### src/inc/node_cfg_params.svh
`ifndef NODE_CFG_PARAMS_SVH
`define NODE_CFG_PARAMS_SVH

// Register numbers (configuration access is by register number)
`define REG_SWITCH_CONFIGURATION      8'h04
`define REG_NODE_IDENTIFIER           8'h05
`define REG_CLOCK_MULTIPLIER_SETTINGS 8'h06
`define REG_SWITCH_CLOCK_DIVIDER      8'h07
`define REG_REFERENCE_CLOCK_DIVIDER   8'h08
`define REG_BOUNDARY_SCAN_DEVICE_ID   8'h09
`define REG_USER_CODE                 8'h0a
`define REG_ROUTE_DIRECTIONS_LOW      8'h0c
`define REG_ROUTE_DIRECTIONS_HIGH     8'h0d
`define REG_RESERVED_A                8'h10
`define REG_RESERVED_B                8'h11
`define REG_DEBUG_EVENT_ORIGIN        8'h1f

// Switch configuration fields
`define SWCFG_SSC_LOCK_BIT            31
`define SWCFG_CLKMUL_LOCK_BIT         8
`define SWCFG_HEADER_BIT              0

// Clock multiplier settings fields
`define CMS_NO_RESET_BIT              31
`define CMS_NO_RELOCK_WAIT_BIT        30
`define CMS_BYPASS_BIT                29
`define CMS_BOOT_JTAG_BIT             28
`define CMS_OD_HI                     25
`define CMS_OD_LO                     23
`define CMS_F_HI                      20
`define CMS_F_LO                      8
`define CMS_R_HI                      6
`define CMS_R_LO                      0

// User code fields
`define UC_OTP_HI                     31
`define UC_OTP_LO                     18
`define UC_METAL_HI                   17
`define UC_METAL_LO                   0

// Reset values
`define RST_SWITCH_CONFIGURATION      32'h0000_0000
`define RST_NODE_ID                   16'h0000
`define RST_CLOCK_MULTIPLIER          32'h0000_0000
`define RST_SWITCH_CLOCK_DIV          16'h0000
`define RST_REFERENCE_CLOCK_DIV       16'h0003
`define RST_DIRECTIONS                32'h0000_0000
`define RST_RESERVED_BITS             2'h0
`define RST_DEBUG_ORIGIN              5'h00

// Field masks
`define SWCFG_WRITE_MASK              32'h8000_0101
`define CMS_WRITE_MASK                32'hf3bf_ff7f
`define DBG_WRITE_MASK                5'h13

`endif

### src/inc/node_cfg_pkg.sv
package node_cfg_pkg;

  typedef logic [7:0]  reg_num_t;
  typedef logic [31:0] word_t;
  typedef logic [3:0]  direction_t;
  typedef logic [15:0] node_id_t;

endpackage : node_cfg_pkg

### src/logic/switch_node_config_regs.sv
`include "node_cfg_params.svh"

module switch_node_config_regs (
  // Clock and reset
  input  wire logic                    ref_clk,
  input  wire logic                    rst,
  // Configuration access
  input  wire logic                    cfg_wr,
  input  wire logic                    cfg_rd,
  input  wire node_cfg_pkg::reg_num_t  cfg_num,
  input  wire node_cfg_pkg::word_t     cfg_wdata,
  output node_cfg_pkg::word_t          cfg_rdata,
  output logic                         cfg_ack,
  output logic                         cfg_err,
  // Identity and debug inputs
  input  wire node_cfg_pkg::word_t     device_id_code,
  input  wire logic [13:0]             otp_user_code,
  input  wire logic [17:0]             metal_id_code,
  input  wire logic                    debug_event,
  input  wire logic [1:0]              debug_event_src,
  // Routing lookup
  input  wire node_cfg_pkg::node_id_t  dest_node_id,
  output node_cfg_pkg::direction_t     route_direction,
  output logic                         route_local,
  // Clock generation and control outputs
  output logic                         one_byte_headers,
  output node_cfg_pkg::node_id_t       node_id,
  output logic                         tile_reset,
  output logic                         skip_relock_wait,
  output logic                         multiplier_bypass,
  output logic                         boot_from_jtag,
  output logic [2:0]                   output_divider,
  output logic [12:0]                  feedback_ratio,
  output logic [6:0]                   input_divider,
  output logic [15:0]                  switch_clock_div,
  output logic [15:0]                  reference_clock_div
);

  import node_cfg_pkg::*;

  ////////////////////////////////////////////////////////////////////////////
  // Register state

  word_t       switch_configuration;
  word_t       clock_multiplier_settings;
  word_t       route_directions_low;
  word_t       route_directions_high;
  logic [1:0]  reserved_a;
  logic [1:0]  reserved_b;
  logic [4:0]  debug_event_origin;
  logic        next_tile_reset;
  logic        next_skip_relock;

  word_t       next_switch_configuration;
  node_id_t    next_node_id;
  word_t       next_clock_multiplier_settings;
  logic [15:0] next_switch_clock_div;
  logic [15:0] next_reference_clock_div;
  word_t       next_route_directions_low;
  word_t       next_route_directions_high;
  logic [1:0]  next_reserved_a;
  logic [1:0]  next_reserved_b;
  logic [4:0]  next_debug_event_origin;
  word_t       next_cfg_rdata;
  logic        next_cfg_ack;
  logic        next_cfg_err;

  logic        ssc_locked;
  logic        clkmul_locked;
  logic        known_num;
  logic        writable_num;

  ////////////////////////////////////////////////////////////////////////////
  // Write path

  assign ssc_locked    = switch_configuration[`SWCFG_SSC_LOCK_BIT];
  assign clkmul_locked = switch_configuration[`SWCFG_CLKMUL_LOCK_BIT];

  always_comb begin
    next_switch_configuration      = switch_configuration;
    next_node_id                   = node_id;
    next_clock_multiplier_settings = clock_multiplier_settings;
    next_switch_clock_div          = switch_clock_div;
    next_reference_clock_div       = reference_clock_div;
    next_route_directions_low      = route_directions_low;
    next_route_directions_high     = route_directions_high;
    next_reserved_a                = reserved_a;
    next_reserved_b                = reserved_b;
    next_debug_event_origin        = debug_event_origin;
    next_tile_reset                = 1'b0;
    next_skip_relock               = skip_relock_wait;
    // Writes blocked by the lock bit fall through and keep the old value.
    if (cfg_wr && !ssc_locked) begin
      if (cfg_num == `REG_SWITCH_CONFIGURATION) begin
        next_switch_configuration = cfg_wdata & `SWCFG_WRITE_MASK;
      end else if (cfg_num == `REG_NODE_IDENTIFIER) begin
        next_node_id = cfg_wdata[15:0];
      end else if (cfg_num == `REG_CLOCK_MULTIPLIER_SETTINGS) begin
        if (!clkmul_locked) begin
          next_clock_multiplier_settings = cfg_wdata & `CMS_WRITE_MASK;
          next_tile_reset  = !cfg_wdata[`CMS_NO_RESET_BIT];
          next_skip_relock = cfg_wdata[`CMS_NO_RELOCK_WAIT_BIT];
        end
      end else if (cfg_num == `REG_SWITCH_CLOCK_DIVIDER) begin
        next_switch_clock_div = cfg_wdata[15:0];
      end else if (cfg_num == `REG_REFERENCE_CLOCK_DIVIDER) begin
        next_reference_clock_div = cfg_wdata[15:0];
      end else if (cfg_num == `REG_ROUTE_DIRECTIONS_LOW) begin
        next_route_directions_low = cfg_wdata;
      end else if (cfg_num == `REG_ROUTE_DIRECTIONS_HIGH) begin
        next_route_directions_high = cfg_wdata;
      end else if (cfg_num == `REG_RESERVED_A) begin
        next_reserved_a = cfg_wdata[1:0];
      end else if (cfg_num == `REG_RESERVED_B) begin
        next_reserved_b = cfg_wdata[1:0];
      end else if (cfg_num == `REG_DEBUG_EVENT_ORIGIN) begin
        next_debug_event_origin = cfg_wdata[4:0] & `DBG_WRITE_MASK;
      end
    end
    // Event applied after the write decode: it overrides a same-cycle software
    // write of the origin, so the latest event is never lost
    if (debug_event) begin
      next_debug_event_origin = {debug_event_origin[4], 2'h0, debug_event_src};
    end
  end

  ////////////////////////////////////////////////////////////////////////////
  // Read path and access answer

  always_comb begin
    known_num    = 1'b1;
    writable_num = 1'b1;
    next_cfg_rdata = 32'h0000_0000;
    if (cfg_num == `REG_SWITCH_CONFIGURATION) begin
      next_cfg_rdata = switch_configuration;
    end else if (cfg_num == `REG_NODE_IDENTIFIER) begin
      next_cfg_rdata = {16'h0000, node_id};
    end else if (cfg_num == `REG_CLOCK_MULTIPLIER_SETTINGS) begin
      next_cfg_rdata = clock_multiplier_settings;
    end else if (cfg_num == `REG_SWITCH_CLOCK_DIVIDER) begin
      next_cfg_rdata = {16'h0000, switch_clock_div};
    end else if (cfg_num == `REG_REFERENCE_CLOCK_DIVIDER) begin
      next_cfg_rdata = {16'h0000, reference_clock_div};
    end else if (cfg_num == `REG_BOUNDARY_SCAN_DEVICE_ID) begin
      next_cfg_rdata = device_id_code;
      writable_num   = 1'b0;
    end else if (cfg_num == `REG_USER_CODE) begin
      next_cfg_rdata[`UC_OTP_HI:`UC_OTP_LO]     = otp_user_code;
      next_cfg_rdata[`UC_METAL_HI:`UC_METAL_LO] = metal_id_code;
      writable_num = 1'b0;
    end else if (cfg_num == `REG_ROUTE_DIRECTIONS_LOW) begin
      next_cfg_rdata = route_directions_low;
    end else if (cfg_num == `REG_ROUTE_DIRECTIONS_HIGH) begin
      next_cfg_rdata = route_directions_high;
    end else if (cfg_num == `REG_RESERVED_A) begin
      next_cfg_rdata = {30'h0, reserved_a};
    end else if (cfg_num == `REG_RESERVED_B) begin
      next_cfg_rdata = {30'h0, reserved_b};
    end else if (cfg_num == `REG_DEBUG_EVENT_ORIGIN) begin
      next_cfg_rdata = {27'h0, debug_event_origin};
    end else begin
      known_num    = 1'b0;
      writable_num = 1'b0;
    end
    if (!cfg_rd) begin
      next_cfg_rdata = cfg_rdata;
    end
    next_cfg_ack = cfg_rd || cfg_wr;
    // Error flags unknown numbers and writes to read-only registers; a write
    // refused by a lock bit is acked silently as the hardware would.
    next_cfg_err = (cfg_rd && !known_num) || (cfg_wr && !writable_num);
  end

  ////////////////////////////////////////////////////////////////////////////
  // Routing lookup

  direction_t next_route_direction;
  logic       next_route_local;
  node_id_t   mismatch;

  always_comb begin
    mismatch             = dest_node_id ^ node_id;
    next_route_direction = 4'h0;
    next_route_local     = (mismatch == 16'h0000);
    // Later iterations override, so the highest set bit picks the field
    for (int d = 0; d < 8; d++) begin
      if (mismatch[d]) begin
        next_route_direction = route_directions_low[4*d +: 4];
      end
    end
    for (int d = 0; d < 8; d++) begin
      if (mismatch[d+8]) begin
        next_route_direction = route_directions_high[4*d +: 4];
      end
    end
  end

  ////////////////////////////////////////////////////////////////////////////
  // Registers

  always_ff @(posedge ref_clk) begin
    if (rst) begin
      switch_configuration      <= `RST_SWITCH_CONFIGURATION;
      node_id                   <= `RST_NODE_ID;
      clock_multiplier_settings <= `RST_CLOCK_MULTIPLIER;
      switch_clock_div          <= `RST_SWITCH_CLOCK_DIV;
      reference_clock_div       <= `RST_REFERENCE_CLOCK_DIV;
      route_directions_low      <= `RST_DIRECTIONS;
      route_directions_high     <= `RST_DIRECTIONS;
      reserved_a                <= `RST_RESERVED_BITS;
      reserved_b                <= `RST_RESERVED_BITS;
      debug_event_origin        <= `RST_DEBUG_ORIGIN;
      tile_reset                <= 1'b0;
      skip_relock_wait          <= 1'b0;
      cfg_rdata                 <= 32'h0000_0000;
      cfg_ack                   <= 1'b0;
      cfg_err                   <= 1'b0;
      route_direction           <= 4'h0;
      route_local               <= 1'b0;
    end else begin
      switch_configuration      <= next_switch_configuration;
      node_id                   <= next_node_id;
      clock_multiplier_settings <= next_clock_multiplier_settings;
      switch_clock_div          <= next_switch_clock_div;
      reference_clock_div       <= next_reference_clock_div;
      route_directions_low      <= next_route_directions_low;
      route_directions_high     <= next_route_directions_high;
      reserved_a                <= next_reserved_a;
      reserved_b                <= next_reserved_b;
      debug_event_origin        <= next_debug_event_origin;
      tile_reset                <= next_tile_reset;
      skip_relock_wait          <= next_skip_relock;
      cfg_rdata                 <= next_cfg_rdata;
      cfg_ack                   <= next_cfg_ack;
      cfg_err                   <= next_cfg_err;
      route_direction           <= next_route_direction;
      route_local               <= next_route_local;
    end
  end

  // Field views of the settings; each is a flip-flop bit, no logic in between
  assign one_byte_headers  = switch_configuration[`SWCFG_HEADER_BIT];
  assign multiplier_bypass = clock_multiplier_settings[`CMS_BYPASS_BIT];
  assign boot_from_jtag    = clock_multiplier_settings[`CMS_BOOT_JTAG_BIT];
  assign output_divider    = clock_multiplier_settings[`CMS_OD_HI:`CMS_OD_LO];
  assign feedback_ratio    = clock_multiplier_settings[`CMS_F_HI:`CMS_F_LO];
  assign input_divider     = clock_multiplier_settings[`CMS_R_HI:`CMS_R_LO];

endmodule : switch_node_config_regs

### config.mk
export PLATFORM = sky130hd
export DESIGN_NAME = switch_node_config_regs
export DESIGN_NICKNAME = d
export VERILOG_FILES = /design/src/inc/node_cfg_pkg.sv /design/src/logic/switch_node_config_regs.sv
export VERILOG_INCLUDE_DIRS = /design/src /design/src/inc
export SDC_FILE = /design/constraint.sdc
export NUM_CORES = 1
export LEC_CHECK = 0
export ABC_AREA = 1
export BUFFER_PORTS_ARGS = -buffer_cell sky130_fd_sc_hd__buf_2
export CORE_MARGIN = 2
export CORE_UTILIZATION = 35
export CTS_CLUSTER_DIAMETER = 120
export DETAILED_ROUTE_END_ITERATION = 12
export PLACE_DENSITY_LB_ADDON = 0.1
export RECOVER_POWER = 25
export SLEW_MARGIN = 0
export SYNTH_ARGS = -nofsm -noshare
export SYNTH_HDL_FRONTEND = slang
export SYNTH_SLANG_ARGS = --single-unit
### constraint.sdc
create_clock -name ref_clk -period 2.2 [get_ports ref_clk]
set_clock_uncertainty 0.1 [all_clocks]
set_input_delay 0.44 -clock ref_clk [delete_from_list [all_inputs] [get_ports ref_clk]]
set_output_delay 0.44 -clock ref_clk [all_outputs]
set_load 0.1 [all_outputs]
=== Word level (Yosys, flattened, before mapping) ===
Cells that the tools add are included.

* Word-level logic and storage cells: 135
* Bits in latches: 0
* Input bits: 127
* Memories kept: 0
* Register bits after elaboration: 191
* Memory bits (writable): 0
* Output and inout bits: 115
* ROM bits: 0

* Mux-type cells: 59
* Bitwise gates (word level): 13
* $lt $le $gt $ge: 0
* Equality and inequality tests: 21
* Reduce and logical (&&, ||, !) cells: 24
* Divide/modulo/power cells: 0
* Multipliers: 0
* Add/subtract/negate cells: 0
* Shift-type cells: 0

{| class="wikitable"
|+ Operators with widths
! cell !! number
|-
| 2-to-1 mux 32 bit || 9
|-
| 2-to-1 mux 4 bit || 16
|-
| == test 8 x 4 -> 1 bit, second input constant || 5
|-
| == test 8 x 3 -> 1 bit, second input constant || 4
|-
| == test 8 x 5 -> 1 bit, second input constant || 3
|-
| 2-to-1 mux 2 bit || 12
|-
| 2-to-1 mux 1 bit || 19
|-
| inequality test 2 bit, second input constant || 9
|-
| logical NOT 16 bit || 1
|-
| bitwise XOR 16 bit || 1
|-
| 2-to-1 mux 5 bit || 3
|-
| NOT 1 bit || 12
|-
| AND reduction 12 bit || 1
|-
| AND reduction 11 bit || 1
|-
| AND reduction 10 bit || 1
|-
| AND reduction 5 bit || 2
|-
| AND reduction 9 bit || 1
|-
| AND reduction 8 bit || 1
|-
| AND reduction 7 bit || 1
|-
| AND reduction 6 bit || 1
|-
| OR reduction 6 bit || 1
|-
| logical NOT 1 bit || 4
|-
| nonzero test 2 bit || 2
|-
| logical AND 1 bit || 3
|-
| other kinds (3) || 4
|}

=== Depth between registers and ports, before layout ===
Gate-level depths: netlist (run 1).

* Depth after elaboration: 17
* Mapped depth: 23
* Depth with buffers taken out: 23

=== Least setup slack after synthesis (run 1) ===
OpenSTA, ideal clock, no wires.

* Kind: flip-flop to flip-flop
* Start: reg node_id[3]
* End: reg route_direction[3]
* Library setup time: 0.119 ns
* Clock period less this slack: 2.522 ns
* Arrival time: 2.303 ns
* Buffers on the path: 0
* Required time: 1.981 ns
* Stages on the path, launching flop included: 19
* Setup slack: -0.322 ns
* Cell sequence: dfxtp_1 -> xnor2_1 -> or2_2 -> nand2_1 -> nand2_1 -> nand2_1 -> nand2_1 -> nand2_1 -> nand2_1 -> nand2_1 -> nand2_1 -> nand2_1 -> nand2_1 -> nand2_1 -> nand2_1 -> nand2_1 -> nand2_1 -> nand2_1 -> a21oi_1

* Cells in the longest elaborated chain, start to end: 14

{| class="wikitable"
|+ Ends and longest elaborated chain
! what !! line !! source
|-
| start: declaration || switch_node_config_regs.sv:27 || <nowiki>output node_cfg_pkg::node_id_t node_id,</nowiki>
|-
| start signal: assignment || switch_node_config_regs.sv:204 || <nowiki>node_id <= `RST_NODE_ID;</nowiki>
|-
| start signal: assignment || switch_node_config_regs.sv:222 || <nowiki>node_id <= next_node_id;</nowiki>
|-
| bitwise XOR 16 bit || switch_node_config_regs.sv:182 || <nowiki>mismatch = dest_node_id ^ node_id;</nowiki>
|-
| 2-to-1 mux 4 bit (5 in a row) || switch_node_config_regs.sv:187 || <nowiki>if (mismatch[d]) begin</nowiki>
|-
| 2-to-1 mux 4 bit (8 in a row) || switch_node_config_regs.sv:192 || <nowiki>if (mismatch[d+8]) begin</nowiki>
|-
| end signal: assignment || switch_node_config_regs.sv:236 || <nowiki>route_direction <= next_route_direction;</nowiki>
|-
| end: declaration || switch_node_config_regs.sv:23 || <nowiki>output node_cfg_pkg::direction_t route_direction,</nowiki>
|}

Every way passes these cells.
A chain may end at the register's enable or synchronous reset.

=== Final worst setup path (run 1) ===
* Start: in cfg_num[7]
* End: reg cfg_rdata[4]

* Cells in the longest elaborated chain, start to end: 13
* Elaborated cells between the ends (all ways): 24
* Classes of those cells: 12 x eq/ne; 12 x mux

{| class="wikitable"
|+ Ends and longest elaborated chain
! what !! line !! source
|-
| start: declaration || switch_node_config_regs.sv:10 || <nowiki>input wire node_cfg_pkg::reg_num_t cfg_num,</nowiki>
|-
| == test 8 x 5 -> 1 bit (no source line) || -- ||
|-
| 2-to-1 mux 5 bit || switch_node_config_regs.sv:159 || <nowiki>end else if (cfg_num == `REG_DEBUG_EVENT_ORIGIN) begin</nowiki>
|-
| 2-to-1 mux 5 bit || switch_node_config_regs.sv:157 || <nowiki>end else if (cfg_num == `REG_RESERVED_B) begin</nowiki>
|-
| 2-to-1 mux 5 bit || switch_node_config_regs.sv:155 || <nowiki>end else if (cfg_num == `REG_RESERVED_A) begin</nowiki>
|-
| 2-to-1 mux 32 bit || switch_node_config_regs.sv:153 || <nowiki>end else if (cfg_num == `REG_ROUTE_DIRECTIONS_HIGH) begin</nowiki>
|-
| 2-to-1 mux 32 bit || switch_node_config_regs.sv:151 || <nowiki>end else if (cfg_num == `REG_ROUTE_DIRECTIONS_LOW) begin</nowiki>
|-
| 2-to-1 mux 32 bit || switch_node_config_regs.sv:147 || <nowiki>end else if (cfg_num == `REG_USER_CODE) begin</nowiki>
|-
| 2-to-1 mux 32 bit || switch_node_config_regs.sv:144 || <nowiki>end else if (cfg_num == `REG_BOUNDARY_SCAN_DEVICE_ID) begin</nowiki>
|-
| 2-to-1 mux 32 bit || switch_node_config_regs.sv:142 || <nowiki>end else if (cfg_num == `REG_REFERENCE_CLOCK_DIVIDER) begin</nowiki>
|-
| 2-to-1 mux 32 bit || switch_node_config_regs.sv:140 || <nowiki>end else if (cfg_num == `REG_SWITCH_CLOCK_DIVIDER) begin</nowiki>
|-
| 2-to-1 mux 32 bit || switch_node_config_regs.sv:138 || <nowiki>end else if (cfg_num == `REG_CLOCK_MULTIPLIER_SETTINGS) begin</nowiki>
|-
| 2-to-1 mux 32 bit || switch_node_config_regs.sv:136 || <nowiki>end else if (cfg_num == `REG_NODE_IDENTIFIER) begin</nowiki>
|-
| 2-to-1 mux 32 bit (*) || switch_node_config_regs.sv:134 || <nowiki>if (cfg_num == `REG_SWITCH_CONFIGURATION) begin</nowiki>
|-
| end signal: assignment || switch_node_config_regs.sv:233 || <nowiki>cfg_rdata <= next_cfg_rdata;</nowiki>
|-
| end: declaration || switch_node_config_regs.sv:12 || <nowiki>output node_cfg_pkg::word_t cfg_rdata,</nowiki>
|}

Mark *: on every way between the ends. The rest lies on a longest branch, timed or not.

==> results.txt, run 1 <==
* Global placer's final weighted congestion: around 0.96
- Actual slew at the worst max-slew pin: about 0.85 ns
- Counting along the longest clock path gives a buffer depth of 2.
- Setup repair after global routing missed its margin: no
- The number of pins exceeding their max-slew limit in the final report came to 0.
- Kind of launch point of the worst setup path: input pin
- Floorplan Core Area: between 20000 and 30000 sq um
* Clock insertion delay at the later pin of the skew report: about 0.45 ns
- DRC violations left: 0
- Slowest stage cell, crit path: nor2_1
- TritonCTS clock tree: built
* Clock-pin slew reported for the worst setup and hold paths after clock tree synthesis: approximately 0.09 ns
- The tightest min-delay check is of the input pin to flop type.
- Share of the clock period used by the worst path after layout: ~95%
* Initial drt markers: about 1100
- Clock tree sinks: between 150 and 200
* Largest cells by area after synthesis: dfxtp_1, nand2_1, a21oi_1
- Number of gates resized after CTS: 0
- Synthesized area divided by synthesized cell count: 7.05 sq um
- Arr. time, crit path: around 2.3 ns
- Residual antenna-violating net count after detailed routing: 0
* Highest clock frequency the design can meet: between 0.4 and 0.5 GHz
* Critical path class: input pin to flop
- Number of buffers created by CTS: 17
* Final hold violations: 0
- Yosys printed 0 warnings.
* Area enclosed by the die boundary: 28100 sq um
* Leading cell type by number of instances after synthesis: nand2_1
- Most common cell on crit path: nor2_2
* CTS H-tree depth: 4
* Crit. Startpoint: cfg_num[7]
* Final Routed Wirelength: between 40 and 50 mm
- Nature of the critical path endpoint: flop
* Min cycle time layout: 2.09 ns
- The cell sitting at the root of the clock tree is a clkbuf_16.
- For this run, the leading register cell type out of synthesis is dfxtp_1.
* Share of cells above drive strength 1: 26.8%
- Global-route total usage across every layer: between 20% and 30%
* Hold_sp: cfg_wdata[31]
- Across the VDD grid, the largest voltage drop is 0.000421 V.
* Setup bufs post-CTS: 0
- Antenna fix cells: 0
- Number of antenna violations at the first check in global routing: 0
- In this run the vertical extent of the chip is about 170 microns.
- Global routing finished with a remaining overflow of 0.
- Initial core utilization: between 30 and 40%
- Via count of the first global-routing pass: 9514
- Worst hold slack across all endpoints: ~0.19 ns
- Row cnt: just under 60
- Cell count after synthesis: about 1300
- Area added between synthesis and finish: 30.7%
* Share of synthesized flip-flops with an asynchronous set or reset: 0%
* Status: finished clean
* Share of the synthesized area in the top cell type: 40.6%
* Static power due to leakage: ~5.6 nW
* Critical Path, Cell by Cell: buf_2 -> nor2_2 -> nand2_4 -> nor2_2 -> inv_1 -> nor2_1 -> nor2_2 -> inv_2 -> a221oi_1 -> nand2_1 -> a21oi_1
* TNS Setup: 0 ns
- Largest delay contributor family on the critical path: simple AND/OR/NAND/NOR gates
- dfxtp_1 takes more of the synthesized area than any other cell.
- Post-synthesis cell area: 9380 sq um
- Largest net degree at the start of global routing: a little over 70
- Per-cell routed wire length: about 20 microns
- IO Count: 242
* Quantity of hold-fixing buffers added after cts: 0
- After legalization and detailed placement, the total HPWL measured a little over 30 mm.
- In this run the power density over the cells is approximately 600 nW/um^2.
* Final core utilization: between 40 and 50%
- Net count, final: between 1500 and 2000
* Relative slew margins: a little over two fifths
- Number of synthesized register bits: between 150 and 200
* Routed via count divided by cell count: 5.19
* Total nets after synthesis: ~1500
* Die extent in x: between 150 and 200 microns
* Number of endpoints failing setup at the final stage: 0
- The routed layout has between 10000 and 15000 vias.
- The first detailed-routing pass ran for 5 iterations.
- Highest net fanout along the worst path: 7
- In this run, synthesis inferred 0 flip-flops with an integrated enable.
* Worst Path Required: 2.40 ns
- The commonest cells after synthesis are nand2_1, dfxtp_1, a21oi_1.
- Worst reg-to-reg setup slack: approximately 0.15 ns
- Crit path buffers/inverters: 3
- The first global-routing pass estimated about 60 mm of wire.
- During placement, the flow inserted port buffers numbering approximately 240.
* Reg-to-reg startpoint: switch_configuration[31]
* Sequential cell area fraction in the yosys report: 40.6%
* Max Cap Viol: 0
* Netlist cell types: a little over 40
* Max stage delay on crit path: between 0.4 and 0.5 ns
[final cells by class]
class                           count  area [sq um]
Sequential cell                   190          3810
Clock buffer                       17           425
Inverter                          188           706
Tap cell                          335           419
Fill cell                        2682         14000
Timing Repair Buffer              376          2400
Multi-Input combinational cell    857          4300
Clock inverter                     15           185
[cells in the final DEF, fill, tap and decap left out, types with 17 or more instances in the layout]
cell type / n
o21ai_0: 162
clkbuf_2: 28
o22ai_1: 18
a211oi_1: 21
nand3_1: 28
nand2_1: 245
inv_1: 181
buf_4: 114
clkbuf_16: 17
a21oi_1: 182
nor2_1: 84
buf_2: 214
dfxtp_1: 183
[power breakdown]
part	internal, mW	switching, mW
clock network	1.55	1.67
registers	3.45	0.0110
logic	0.230	0.492
total	5.23	2.17
[worst register-to-register path: cells and delay by family, from the launching register on]
| family | cells | cell delay, ns |
|---|---|---|
| AO/OA/AOI/OAI | 1 | 0.06 |
| AND/OR/NAND/NOR | 3 | 0.63 |
| buffers and inverters | 2 | 0.76 |
| flip-flops | 1 | 0.35 |
[logic make-up (layout without fill, tap and decap cells)]
group                     Yosys count  after routing  share of synthesized area, %
and+or+nand+nor                   393            393                          17.8
buffers and inverters             284            596                          13.4
xor gates and xnor gates           13             13                          1.21
AOI/OAI and AO/OA                 451            451                          27.0
DFF                               190            190                          40.6
[sequential cells by signal, indices dropped and copies added, names as in the netlist]
register                   flops
cfg_rdata                     32
route_directions_high         32
route_directions_low          32
clock_multiplier_settings     28
node_id                       16
reference_clock_div           16
switch_clock_div              16
route_direction                4
debug_event_origin             3
switch_configuration           3
reserved_a                     2
reserved_b                     2
cfg_ack                        1
cfg_err                        1
route_local                    1
tile_reset                     1
[routing by layer]
layer  wire length, microns  up-vias  track usage (%)
met3                   3310       36             4.54
li1                       -     4998                -
met4                    659        0             5.90
met1                  19200     4776             42.5
met5                      0        -                0
met2                  16900      446             40.7
[through the flow]
stage                     cell area (sq um)  std cells  total power [mW]  setup slack [ns]
after floorplan                        9390       1331              3.90            0.0287
after global placement                11700       1946              4.27            -0.377
after detailed placement              11700       1946              4.26            -0.381
after CTS                             12300       1978              7.44            0.0997
after global routing                  12300       1978              7.63          0.000546
final                                 12300       1978              7.41             0.109
[final timing paths]
path,endpoint,cells past startpoint
max,cfg_rdata[4],11
min,tile_reset,2
max reg2reg,clock_multiplier_settings[23],6
min reg2reg,reserved_b[0],2
(Power assumes the default switching activity.)
==> run 2: changes to the inputs <==
--- a/config.mk
+++ b/config.mk
@@ -6,7 +6,6 @@
 export SDC_FILE = /design/constraint.sdc
 export NUM_CORES = 1
 export LEC_CHECK = 0
-export ABC_AREA = 1
 export BUFFER_PORTS_ARGS = -buffer_cell sky130_fd_sc_hd__buf_2
 export CORE_MARGIN = 2
 export CORE_UTILIZATION = 35
==> results.txt, run 2 <==
* Clock tree sinks: 190 (unchanged)
* Maximum VDD drop: 0.000377 V (-10%)
- The via count of the first global-routing pass came to 10000 (+5.5%).
- By count the netlist is led by nand2_1, a21oi_1, dfxtp_1.
- The final layout net count is 1716 (-2.3%).
* Worst Setup Slack post-DPL: -0.438 ns (-0.0572 ns)
* Quantity of hold-fixing buffers added after cts: 0 (unchanged)
- Total Power Consumption: 7.57 mW (+2.2%)
- Area of combinational cells with multiple inputs: 5190 sq um (+21%)
* Setup repair after global routing missed its margin: no
- The post-detailed-placement half-perimeter wirelength is 32.1 mm (+3.7%).
- The area of the mapped netlist came to 9570 sq um (+2.0%).
- The slowest stage of the critical path belongs to the cell nor4b_2.
* DRC violations left: 0 (unchanged)
- Worst hold slack across all endpoints: 0.115 ns (-0.0717 ns)
* Number of synthesized register bits: 190 (unchanged)
- Highest net fanout along the worst path: 13 (+6)
- The cell internal power dissipation is 5.31 mW (+1.5%).
* Final hold violations: 0 (unchanged)
- Yosys warning count: 0 (unchanged)
* Most common cell on crit path: buf_4
- The die area came to 28700 sq um (+2.0%).
* Sequential cell area fraction in the yosys report: 39.7% (-0.81 points)
- Worst min-delay path class: input pin to flop
* Share of the synthesized area in the top cell type: 39.7% (-0.81 points)
- Global-route wire length before repair: 62.8 mm (+6.9%)
- Met2 capacity usage during global routing: 46.6% (+5.9 points)
- Clock power frac: 42.5% (-1.0 points)
- The number of top-level design ports was 242 (unchanged).
* Critical Path, Cell by Cell: buf_2 -> buf_4 -> nor4_4 -> buf_4 -> nand2_1 -> nor4b_2 -> o22ai_1 -> o21ai_0 -> a211oi_1
- dfxtp_1 takes more of the synthesized area than any other cell.
* Clock insertion delay at the later pin of the skew report: 0.45 ns (about the same)
- Netlist cell types: 58 (+41%)
- The number of enable flip-flop cells after synthesis came to 0 (unchanged).
- PD cells: 610 nW/um^2 (+0.86%)
* CTS H-tree depth: 4 (unchanged)
- Worst Path Required: 2.40 ns (about the same)
* Aggregate global routing overflow: 0 (unchanged)
- The wire length after detailed routing was 42.6 mm (+6.5%).
* Largest net degree at the start of global routing: 65 (-8.5%)
- The violation count after the first detailed-routing iteration is 1097 (-2.9%).
- Per-cell routed wire length: 21.9 microns (+8.4%)
- The net switching power is 2.26 mW (+3.8%).
- Ranked by total cell area, the synthesized netlist is headed by dfxtp_1, nand2_1, a21oi_1.
* Non-filler cells, final: 1943 (-1.8%)
- The vertical die dimension came to 169 microns (+0.99%).
- The least setup slack across all paths after layout came to 0.0734 ns (-0.0357 ns).
- TNS Setup: 0 ns (unchanged)
- The number of filler cells placed in the layout is 2824 (+5.3%).
- Cell count after synthesis: 1315 (-1.2%)
- Global placer's final weighted congestion: 0.956 (-0.32%)
- The worst path arrival time was 2.33 ns (+0.04 ns).
- Initial core utilization: 35.6% (-0.18 points)
* Number of antenna violations at the first check in global routing: 0 (unchanged)
- Part of the power in combinational logic: 11.7% (+2.0 points)
* Status: finished clean
- The cell sitting at the root of the clock tree is a clkbuf_16.
- The post-placement cell count was 1911 (-1.8%).
- The buffer depth of the longest clock path was 2 (unchanged).
- Kind of launch point of the worst setup path: input pin
* Antenna fix cells: 0 (unchanged)
- Share of the clock period used by the worst path after layout: 96.7% (+1.6 points)
- The number of I/O port buffers was 241 (unchanged).
* Actual slew at the worst max-slew pin: 1.29 ns (+0.439 ns)
- Global-route total usage across every layer: 29.0% (+1.2 points)
* Most crowded layer after global routing: met2
- Largest registers in the final layout: cfg_rdata: 32 flops, route_directions_high: 32 flops, route_directions_low: 32 flops
- Final number of max-transition violations: 0 (unchanged)
- The share of synthesized registers carrying an async set or reset came to 0% (unchanged).
* Register area: 3810 sq um (-0.13%)
- Nature of the critical path endpoint: flop
- Relative slew margins: 13.7% (-30 points)
* Residual antenna-violating net count after detailed routing: 0 (unchanged)
- The library cell used most frequently in the layout, excluding fill and tap cells, is nand2_1.
- Row cnt: 60 (+1.7%)
- Min cycle time layout: 2.13 ns (+0.0357 ns)
- The synthesized netlist net count was 1442 (-1.1%).
- Critical path class: input pin to flop
- First-pass detailed-route iteration total: 7 (+2)
* Highest clock frequency the design can meet: 0.470 GHz (-1.7%)
- Final core utilization: 46.2% (-0.57 points)
- Met3 Usage GRT: 3.99% (-0.55 points)
- The final-report setup violation count was 0 (unchanged).
- Compared with the post-synthesis result, the final layout area differs by 29.7%.
- The most used flip-flop cell after synthesis is dfxtp_1.
* Fraction of power spent switching nets: 29.8% (+0.48 points)
- Leading cell type by number of instances after synthesis: nand2_1
- The mean post-synth cell area was 7.28 sq um (+3.3%).
* Max Cap Viol: 0 (unchanged)
* Max stage delay on crit path: 0.39 ns (-0.07 ns)
- Floorplan Core Area: 26900 sq um (+2.6%)
* Clock-pin slew reported for the worst setup and hold paths after clock tree synthesis: 0.09 ns (about the same)
- Die extent in x: 169 microns (+0.99%)
* Static power due to leakage: 4.75 nW (-15%)
- Top library cells by usage in the layout, fill and taps aside: nand2_1, a21oi_1, dfxtp_1, buf_2, buf_4
- The via density per instance is 5.59 (+7.7%).
- Relative contribution of sequential cells to total power: 45.7% (-1.1 points)
- Number of vias in the routed layout: 10900 (+5.8%)
- Post-route standard cell area excluding fillers: 12400 sq um (+1.3%)
- The number of buffers created by CTS is 17 (unchanged).
* TritonCTS clock tree: built
- Share of cells above drive strength 1: 26.1% (-0.69 points)
- The met1 layer usage reported by global route is 40.4% (-2.2 points).
* Dpl cell area: 11800 sq um (+1.3%)
run 2: changes by cell type after synthesis, sizes merged, moves of 13 or more:
cell and change:
o22ai +13, mux2i +13, a22oi +42, nand2 +98
o21ai -82, a211oi -18, nor3 +13, clkbuf +35
inv -182, a21oi +19, nand3 -18
run 2: cell type report:
type | instances | share of cell area (%)
multi-input cells | 1001 | 41.8
well taps | 341 | 3.44
repair buffers | 374 | 19.1
inverters | 5 | 0.151
clock buffers | 18 | 3.54
clock inverters | 14 | 1.30
flip-flops and latches | 190 | 30.7
run 2: routing by layer:
metal  wire (microns)  share of wire (%)
met2            19500                 46
met5                0                  0
met1            19100                 45
met4              964                2.3
met3             3030                7.1
run 2: final timing paths:
check / startpoint / depth (start not counted) / slack, ns / endpoint
worst min-delay path: debug_event_src[0] / 3 / 0.11 / debug_event_origin[0]
worst max register to register: node_id[3] / 6 / 0.17 / route_direction[3]
worst min register to register: cfg_rdata[24] / 2 / 0.36 / cfg_rdata[24]
worst max-delay path: cfg_num[4] / 9 / 0.07 / cfg_rdata[4]
run 2: kinds of logic (layout without fill, tap and decap cells):
group                     Yosys count  after routing  synth area share (%)
AOI/OAI and AO/OA                 445            445                  27.6
buffers and inverters             124            411                  6.33
DFF                               190            190                  39.7
and+or+nand+nor                   521            521                  22.9
muxes                              15             15                  1.60
xor gates and xnor gates           20             20                  1.83
run 2: power by group through the flow:
stage	sequential, mW	combinational [mW]	clock, mW
final	3.46	0.889	3.22
after global placement	3.54	0.888	0
after CTS	3.46	0.889	3.25
after floorplan	3.62	0.335	0
after detailed placement	3.54	0.886	0
after global routing	3.46	0.945	3.39
run 2: worst max-delay path, delay by kind of cell:
family | cells | cell delay (ns)
compound gates | 3 | 0.45
simple gates | 3 | 0.86
buf+inv | 3 | 0.56
run 2: what timing repair did:
item / 4_1_cts / 5_1_grt
buffers inserted: 0 / 0
gates resized for setup: 0 / 2
setup endpoints to repair: 0 / 2
